## config.mk

```make
export PLATFORM = sky130hd
export DESIGN_NAME = hiu_uframe_desc
export DESIGN_NICKNAME = d
export VERILOG_FILES = /design/src/hdl/hiu_pkg.sv /design/src/hdl/hiu_uframe_desc.sv
export SDC_FILE = /design/constraint.sdc
export NUM_CORES = 1
export LEC_CHECK = 0
export ABC_AREA = 1
export BUFFER_PORTS_ARGS = -buffer_cell sky130_fd_sc_hd__buf_2
export CAP_MARGIN = 10
export CORE_MARGIN = 2
export CORE_UTILIZATION = 57
export DETAILED_ROUTE_END_ITERATION = 8
export PLACE_DENSITY = 0.79
export SLEW_MARGIN = 20
export SYNTH_ARGS = -nofsm -noshare
export SYNTH_HDL_FRONTEND = slang
export SYNTH_SLANG_ARGS = --single-unit
```

## constraint.sdc

```tcl
create_clock -name clk -period 1.7 [get_ports clk]
set_clock_uncertainty 0.15 [all_clocks]
set_input_delay 0.255 -clock clk [delete_from_list [all_inputs] [get_ports clk]]
set_output_delay 0.255 -clock clk [all_outputs]
set_load 0.01 [all_outputs]
```

## src/hdl/hiu_pkg.sv

```systemverilog
// constants for the interrupt microframe descriptor block
package hiu_pkg;
	// ====================================================================
	// register indices on the plain register port
	localparam logic [3:0] ADDR_DW1_LO    = 4'h0;
	localparam logic [3:0] ADDR_DW3_HI    = 4'h1;
	localparam logic [3:0] ADDR_DW4_LO    = 4'h2;
	localparam logic [3:0] ADDR_DW5_HI    = 4'h3;
	localparam logic [3:0] ADDR_DW6_LO    = 4'h4;
	localparam logic [3:0] ADDR_DW7_HI    = 4'h5;
	localparam logic [3:0] ADDR_CTRL      = 4'h6;
	localparam logic [3:0] ADDR_IRQ_STAT  = 4'h7;
	localparam logic [3:0] ADDR_IRQ_MASK  = 4'h8;

	// ====================================================================
	// field positions
	localparam int FRAME_SEL_LSB   = 3;    // descriptor_frame_select in dw1 lo [7:3]
	localparam int ACTIVE_BIT      = 31;   // bit 63 of dw3 seen through the high word
	localparam int CTRL_VALID_BIT  = 0;
	localparam int CTRL_OUT_BIT    = 1;
	localparam int RES_TXERR_BIT   = 0;
	localparam int RES_BABBLE_BIT  = 1;
	localparam int RES_UNDERRUN_BIT = 2;
	localparam int EV_DONE_BIT     = 0;
	localparam int EV_ERR_BIT      = 1;

	// ====================================================================
	// widths and reset values
	localparam int NUM_UFRAMES     = 8;
	localparam int COUNT_W         = 12;
	localparam int RESULT_W        = 3;
	localparam int FRAME_W         = 5;
	localparam int EVENT_W         = 2;
	localparam logic [31:0] RST_WORD   = 32'h0000_0000;
	localparam logic [11:0] RST_COUNT  = 12'h000;
	localparam logic [2:0]  RST_RESULT = 3'h0;

	typedef enum logic {
		ST_IDLE,
		ST_BUSY
	} hiu_state_e;
endpackage

```

## src/hdl/hiu_uframe_desc.sv

```systemverilog
// high-speed interrupt microframe descriptor: schedule, write-back, registers
//
// Overview of operation
// - per serviced microframe a 12-bit received count is written back
// - counts 7,6 in high word of dw7; 4,3 in dw6 low word
// - count 5 split: low byte in dw7 high, top nibble dw6[31:28]
// - count 2 split: top nibble dw6[3:0], low byte dw5[63:56]
// - counts 1 and 0 in dw5 bits 55..44 and 43..32
// - one 3-bit result per microframe in dw4, uframe7 at 31..29
// - result written only after the microframe's transaction finished
// - result bit 0 flags a transaction error, in and out
// - result bit 1 flags babble, in transfers only
// - result bit 2 flags data underrun, out transfers only
// - schedule mask consulted only when frame select matches bus frame
// - microframe n serviced only if schedule mask bit n is one
// - software only sets mask bits; hardware clears them after processing
// - active flag always written equal to the valid flag
//
// Our own choices: the address map and the strobed register port.
`timescale 1ns/10ps
module hiu_uframe_desc (
	input  wire logic        clk,          // core clock, 10 MHz
	input  wire logic        reset_n,      // async reset, active low
	input  wire logic [3:0]  regAddr,      // register index
	input  wire logic [31:0] regWdata,     // write data
	input  wire logic        regWr,        // write strobe
	input  wire logic        regRd,        // read strobe
	output logic      [31:0] regRdata,     // read data, cycle after strobe
	input  wire logic [4:0]  busFrame,     // current bus frame number bits
	input  wire logic        uframeStart,  // pulse at each microframe start
	input  wire logic [2:0]  uframeIdx,    // microframe number of that start
	output logic             txnReq,       // transaction wanted, level
	output logic      [2:0]  txnUframe,    // microframe of the request
	output logic             txnOut,       // request is an out transfer
	input  wire logic        txnDone,      // transaction finished, pulse
	input  wire logic [11:0] txnCount,     // bytes moved, with txnDone
	input  wire logic        txnError,     // transaction error, with txnDone
	input  wire logic        txnBabble,    // babble seen, with txnDone
	input  wire logic        txnUnderrun,  // underrun seen, with txnDone
	output logic             irq           // level interrupt
);

	// ====================================================================
	// state
	// sequencer
	hiu_pkg::hiu_state_e state_q, state_d;
	logic [2:0]  curUframe_q, curUframe_d;
	logic        txnReq_q, txnReq_d;

	// descriptor fields, one count and one result per microframe
	logic [11:0] count_q  [hiu_pkg::NUM_UFRAMES];
	logic [11:0] count_d  [hiu_pkg::NUM_UFRAMES];
	logic [2:0]  result_q [hiu_pkg::NUM_UFRAMES];
	logic [2:0]  result_d [hiu_pkg::NUM_UFRAMES];
	logic [7:0]  schedMask_q, schedMask_d;
	logic [4:0]  frameSel_q, frameSel_d;
	logic        active_q, active_d;
	logic        valid_q, valid_d;
	logic        dirOut_q, dirOut_d;

	// sticky events and their mask
	logic [1:0]  evStat_q, evStat_d;
	logic [1:0]  evMask_q, evMask_d;

	// read path
	logic [31:0] rdata_q, rdata_d;

	// ====================================================================
	// read word assembly, shared by the read path
	function automatic logic [31:0] readWord(input logic [3:0] a);
		logic [31:0] w;
		w = hiu_pkg::RST_WORD;
		// unmapped indices fall through and read as zero
		if (a == hiu_pkg::ADDR_DW1_LO) begin
			// frame select only; the rest of this word is not kept here
			w[hiu_pkg::FRAME_SEL_LSB +: hiu_pkg::FRAME_W] = frameSel_q;
		end else if (a == hiu_pkg::ADDR_DW3_HI) begin
			// only the active flag lives in this word
			w[hiu_pkg::ACTIVE_BIT] = active_q;
		end else if (a == hiu_pkg::ADDR_DW4_LO) begin
			// results above the schedule mask, microframe 0 lowest
			for (int i = 0; i < hiu_pkg::NUM_UFRAMES; i++) begin
				w[8 + 3 * i +: 3] = result_q[i];
			end
			w[7:0] = schedMask_q;
		end else if (a == hiu_pkg::ADDR_DW5_HI) begin
			// low byte of count 2 on top, then counts 1 and 0
			w = {count_q[2][7:0], count_q[1], count_q[0]};
		end else if (a == hiu_pkg::ADDR_DW6_LO) begin
			// top nibbles of counts 5 and 2 frame counts 4 and 3
			w = {count_q[5][11:8], count_q[4], count_q[3], count_q[2][11:8]};
		end else if (a == hiu_pkg::ADDR_DW7_HI) begin
			// counts 7 and 6, then the low byte of count 5
			w = {count_q[7], count_q[6], count_q[5][7:0]};
		end else if (a == hiu_pkg::ADDR_CTRL) begin
			// valid and direction as software last wrote them
			w[hiu_pkg::CTRL_VALID_BIT] = valid_q;
			w[hiu_pkg::CTRL_OUT_BIT]   = dirOut_q;
		end else if (a == hiu_pkg::ADDR_IRQ_STAT) begin
			w[1:0] = evStat_q;
		end else if (a == hiu_pkg::ADDR_IRQ_MASK) begin
			w[1:0] = evMask_q;
		end
		return w;
	endfunction

	// ====================================================================
	// schedule decision at a microframe start
	logic frameMatch;
	logic startOk;

	// frame compare gates the mask; an inactive descriptor never issues
	assign frameMatch = (frameSel_q == busFrame);
	assign startOk    = uframeStart && active_q && frameMatch
		&& schedMask_q[uframeIdx];

	// ====================================================================
	// completion of the outstanding transaction
	logic       txnFinish;
	logic [2:0] finishResult;

	// outcome flags folded into one result; the direction masks the flag
	// that cannot occur for that token, so a noisy engine cannot set it
	function automatic logic [2:0] resultCode(input logic err, input logic babble,
		input logic underrun, input logic isOut);
		logic [2:0] r;
		r = hiu_pkg::RST_RESULT;
		r[hiu_pkg::RES_TXERR_BIT]    = err;
		r[hiu_pkg::RES_BABBLE_BIT]   = babble && !isOut;
		r[hiu_pkg::RES_UNDERRUN_BIT] = underrun && isOut;
		return r;
	endfunction

	// a done pulse counts only while a request is outstanding
	assign txnFinish    = (state_q == hiu_pkg::ST_BUSY) && txnDone;
	assign finishResult = resultCode(txnError, txnBabble, txnUnderrun, dirOut_q);

	// ====================================================================
	// transaction sequencer
	always_comb begin
		state_d     = state_q;
		curUframe_d = curUframe_q;
		txnReq_d    = txnReq_q;
		// a start while busy is dropped: one transaction per microframe at most
		case (state_q)
			hiu_pkg::ST_IDLE: begin
				// frame, mask and active are already folded into startOk
				if (startOk) begin
					state_d     = hiu_pkg::ST_BUSY;
					curUframe_d = uframeIdx;
					txnReq_d    = 1'b1;
				end
			end
			hiu_pkg::ST_BUSY: begin
				// request stands until the engine reports the outcome
				if (txnDone) begin
					state_d  = hiu_pkg::ST_IDLE;
					txnReq_d = 1'b0;
				end
			end
			default: begin
				// stray encodings fall back to idle with no request
				state_d  = hiu_pkg::ST_IDLE;
				txnReq_d = 1'b0;
			end
		endcase
	end

	// sequencer registers
	always_ff @(posedge clk or negedge reset_n) begin
		if (!reset_n) begin
			state_q     <= hiu_pkg::ST_IDLE;
			curUframe_q <= 3'h0;
			txnReq_q    <= 1'b0;
		end else begin
			state_q     <= state_d;
			curUframe_q <= curUframe_d;
			txnReq_q    <= txnReq_d;
		end
	end

	// ====================================================================
	// descriptor fields: hardware write-back and software set-up
	always_comb begin
		count_d     = count_q;
		result_d    = result_q;
		schedMask_d = schedMask_q;
		frameSel_d  = frameSel_q;
		active_d    = active_q;
		valid_d     = valid_q;
		dirOut_d    = dirOut_q;
		// only the serviced microframe is touched, the others keep their fields
		if (txnFinish) begin
			result_d[curUframe_q]    = finishResult;
			count_d[curUframe_q]     = txnCount;
			schedMask_d[curUframe_q] = 1'b0;
			active_d                 = valid_q;
		end
		// software writes; a mask write can only raise bits, so it also wins
		// over a same-cycle hardware clear of a freshly rescheduled bit
		if (regWr) begin
			if (regAddr == hiu_pkg::ADDR_DW1_LO) begin
				// frame select compared against the bus frame bits
				frameSel_d = regWdata[hiu_pkg::FRAME_SEL_LSB +: hiu_pkg::FRAME_W];
			end else if (regAddr == hiu_pkg::ADDR_DW3_HI) begin
				// a write here only copies valid; its data is ignored
				active_d = valid_q;
			end else if (regAddr == hiu_pkg::ADDR_DW4_LO) begin
				// or-in: software can schedule but never unschedule
				schedMask_d = schedMask_d | regWdata[7:0];
			end else if (regAddr == hiu_pkg::ADDR_CTRL) begin
				// valid and active move together so the pair never disagrees
				valid_d  = regWdata[hiu_pkg::CTRL_VALID_BIT];
				dirOut_d = regWdata[hiu_pkg::CTRL_OUT_BIT];
				active_d = regWdata[hiu_pkg::CTRL_VALID_BIT];
			end
		end
	end

	// descriptor registers; counts and results clear on reset
	always_ff @(posedge clk or negedge reset_n) begin
		if (!reset_n) begin
			for (int i = 0; i < hiu_pkg::NUM_UFRAMES; i++) begin
				count_q[i]  <= hiu_pkg::RST_COUNT;
				result_q[i] <= hiu_pkg::RST_RESULT;
			end
			schedMask_q <= 8'h00;
			frameSel_q  <= 5'h00;
			active_q    <= 1'b0;
			valid_q     <= 1'b0;
			dirOut_q    <= 1'b0;
		end else begin
			count_q     <= count_d;
			result_q    <= result_d;
			schedMask_q <= schedMask_d;
			frameSel_q  <= frameSel_d;
			active_q    <= active_d;
			valid_q     <= valid_d;
			dirOut_q    <= dirOut_d;
		end
	end

	// ====================================================================
	// sticky events and their mask
	always_comb begin
		logic [1:0] ev;
		ev       = 2'h0;
		evMask_d = evMask_q;
		evStat_d = evStat_q;
		// done on every completion, error when any result bit is set
		ev[hiu_pkg::EV_DONE_BIT] = txnFinish;
		ev[hiu_pkg::EV_ERR_BIT]  = txnFinish && (finishResult != hiu_pkg::RST_RESULT);
		if (regWr && regAddr == hiu_pkg::ADDR_IRQ_MASK) begin
			evMask_d = regWdata[1:0];
		end
		// write one clears; an event in the same cycle wins so none is lost
		if (regWr && regAddr == hiu_pkg::ADDR_IRQ_STAT) begin
			evStat_d = evStat_q & ~regWdata[1:0];
		end
		evStat_d = evStat_d | ev;
	end

	// event registers
	always_ff @(posedge clk or negedge reset_n) begin
		if (!reset_n) begin
			evStat_q <= 2'h0;
			evMask_q <= 2'h0;
		end else begin
			evStat_q <= evStat_d;
			evMask_q <= evMask_d;
		end
	end

	// ====================================================================
	// read data: zero except in the cycle after a read strobe
	always_comb begin
		rdata_d = hiu_pkg::RST_WORD;
		if (regRd) begin
			rdata_d = readWord(regAddr);
		end
	end

	// read data register
	always_ff @(posedge clk or negedge reset_n) begin
		if (!reset_n) begin
			rdata_q <= hiu_pkg::RST_WORD;
		end else begin
			rdata_q <= rdata_d;
		end
	end

	// ====================================================================
	// outputs
	// all but irq come straight from flip-flops; irq is the AND of the
	// registered status and mask, a level while any unmasked event stands
	assign regRdata  = rdata_q;
	assign txnReq    = txnReq_q;
	assign txnUframe = curUframe_q;
	assign txnOut    = dirOut_q;
	assign irq       = |(evStat_q & evMask_q);

endmodule

```

==> results_dict.tcl <==
set metrics [dict create \
    rows 41 \
    cts_buffer_depth 2 \
    async_flop_share_pct 100.0 \
    ir_worst_vdd_v 0.0007706 \
    slew_headroom_pct 68.36 \
    viasPerCell 5.674 \
    grt_pass1_wl_um 33320 \
    cpLargestDelayFamily "simple AND/OR/NAND/NOR gates" \
    die_h_um 118.9 \
    ff2ff_setup_slack_ns 0.05 \
    synthTopCellsByArea "dfrtp_1 (59%), nand2_1 (14%), o21ai_0 (12%)" \
    track_usage_pct 30.83 \
    powerDensity_nw_per_um2 1056 \
    swShare_pct 24.71 \
    status "completed" \
    netlist_area_um2 7530 \
    pwr-share-comb_pct 9.6 \
    worstPathBufferInverterCount 2 \
    ys_types 27 \
    layout-drive-gt1-share_pct 17.61 \
    dpl.hpwl_um 12980 \
    fin_nets 1057 \
    finalHoldViolCount 0 \
    finalSetupViolations 0 \
    critPathRequiredTime_ns 1.88 \
    min-delay-path-class "primary input to register" \
    synth_top_area_cell "dfrtp_1" \
    via_count 6678 \
    multi_input_area_um2 2694 \
    cts_tree "yes" \
    cts_htree_levels 4 \
    grt.busiest_layer "met2" \
    fmax_mhz 606.2 \
    finalCritPeriodShare_pct 97.04 \
    ys_ff_latch 177 \
    postRouteAntennaNets 0 \
    drc 0 \
    met1_usage_pct 39.64 \
    crit_path_end_kind "register" \
    avgSynthCellArea_um2 8.605 \
    clkPwrFrac_pct 42.6 \
    clock_sinks 177 \
    crit_top_cell "nand2_1" \
    setup_tns_ns 0 \
    synth.most_common_cell "nand2_1" \
    rsz0062_at_grt "false" \
    slew_viol_final 0 \
    nFillCells 897 \
    yosys_warnings 0 \
    p_total_uw 9780 \
    antenna_found_initial 0 \
    antenna_cells 0 \
    gp_congestion 0.9391 \
    drt_wl_total_um 20730 \
    syn_nets 940 \
    syn_inst 875 \
    yosysSeqAreaShare_pct 58.82 \
    drt_iter0_drc 789 \
    numCtsBuffers 17 \
    p_int_uw 7363 \
    arrival_ns 1.83 \
    synth_common_cells "nand2_1 (271), o21ai_0 (179), dfrtp_1 (177), inv_1 (61), nor2_1 (38)" \
    start_util_pct 58.95 \
    p_leak_uw 0.004650 \
    wl_per_cell_um 17.61 \
    p_switching_uw 2417 \
    start_kind "register" \
    worst_pin_slew_ns 0.4709 \
    regArea_um2 4429 \
    ios 103 \
    share_seq_of_total_power_pct 47.9 \
    fp.coreArea_um2 12770 \
    synth_top_cell_area_share_pct 58.82 \
    critical_path_class "register to register" \
    yosys_most_used_dff "dfrtp_1" \
    path_max_fanout 19 \
    clkLatencyLatePin_ns 0.43 \
    grt_max_degree 43 \
    crit_chain "nand2_1, inv_1, nand2_1, nor2_2, inv_2, o21ai_0" \
    die_w_um 118.9 \
    root_buffer "clkbuf_16" \
    synth_edf_count 0 \
    post-route-min-period_ns 1.650 \
    grt_util_met2_pct 50.75 \
    cp_slowest_cell "dfrtp_1" \
    grt_overflow 0 \
    drt_first_pass_iters 5 \
    drv_cap 0 \
    path_clk_slew_ns 0.07 \
    grt_pass1_vias 6441 \
    fp.dieArea_um2 14150 \
    max_stage_delay_ns 0.35 \
    area_growth_pct 22.96 \
    met3_usage_pct 6.849 \
    io_buffers 78 \
]
-- power by group through the flow --
stage	clock, uW	sequential [uW]	combinational (uW)
finish	4160	4680	937
global route	4380	4710	1050
CTS	4190	4660	920
detailed placement	0	4730	875
global placement	0	4730	840
floorplan	0	4710	438
-- worst min-delay path, stage by stage --
cell and delay (ns):
buf_2 0.11, a31oi_1 0.16, a21oi_1 0.07
-- registers in the layout (all words and copies together), names as in the netlist --
signal and cells:
state_q 1, valid_q 1, txnReq 1, txnUframe 3, frameSel_q 5, regRdata 32
result_q 24, txnOut 1, active_q 1, evMask_q 2, schedMask_q 8, count_q 96
evStat_q 2
-- final cells by class --
class	count	share of cell area, %
tap	172	2.324
timing repair buffer	137	11.20
clock buffer	19	4.892
sequential	177	47.84
multi-input combinational	593	29.09
inverter	66	2.676
clock inverter	13	1.973
-- layer usage --
layer	vias to the layer above	routed length, um
met5	-	0
met3	57	1791
met4	0	584
li1	3070	-
met1	3195	8230
met2	356	10120
-- placed cells by master (no fill, tap or decap) --
master / Yosys / final
buf_4: 4 / 28
nand3_2: 0 / 1
a32o_1: 1 / 1
dfrtp_1: 177 / 177
clkinvlp_4: 0 / 4
a22o_1: 1 / 1
o21ai_0: 179 / 179
buf_6: 1 / 1
nor3_1: 2 / 2
o21ai_1: 1 / 1
a31oi_1: 12 / 12
clkbuf_16: 0 / 17
dlygate4sd3_1: 0 / 19
clkinv_2: 0 / 3
nor2_4: 3 / 3
nor2_1: 38 / 34
or2_0: 6 / 6
nor2_8: 1 / 1
inv_1: 61 / 61
buf_2: 5 / 77
xnor2_1: 2 / 2
nor2_2: 2 / 6
nand4_1: 6 / 6
buf_12: 0 / 12
inv_6: 0 / 2
clkbuf_8: 0 / 2
or2_2: 8 / 8
nand2_1: 271 / 270
bufinv_16: 0 / 4
a21oi_1: 34 / 34
nand2_2: 2 / 3
inv_2: 5 / 5
nand3_1: 24 / 23
-- cells by family (layout without fill, tap and decap cells) --
family	after synthesis	in the layout	share of synthesized area [%]
XOR/XNOR	2	2	0.2327
flip-flops	177	177	58.82
AO/OA/AOI/OAI	228	228	15.47
AND/OR/NAND/NOR	363	363	19.84
buffers and inverters	105	235	5.633
-- repair_timing --
item / CTS / global route
gates resized for setup: 1 / 5
hold buffers: 19 / 0
setup buffers: 0 / 0
pin swaps: 0 / 0
setup endpoints to repair: 1 / 42
endpoints found under the hold margin: 201 / 0
-- worst paths after layout --
path / depth (start not counted) / start / end
setup / recovery: 6 / state_q / count_q[7]
hold / removal: 3 / regRd / regRdata[31]
setup reg to reg: 6 / state_q / count_q[7]
hold reg to reg: 2 / count_q[64] / count_q[64]
max in group asynchronous: 3 / reset_n / frameSel_q[2]
min in group asynchronous: 2 / reset_n / count_q[42]
-- stage by stage --
stage	setup slack (ns)	area, um2	hold WS (ns)	utilization, %	std cells
after detailed placement	-0.02488	8416	0.03931	65.88	1126
after global routing	0.01847	9259	0.04842	72.49	1177
after floorplan	0.2517	7530	-0.1906	-	875
after global placement	0.007633	8416	0.03754	65.88	1126
after CTS	0.04220	9244	0.03054	72.37	1177
final	0.05040	9259	0.04392	72.49	1177
Power figures use the tool's default switching activity.
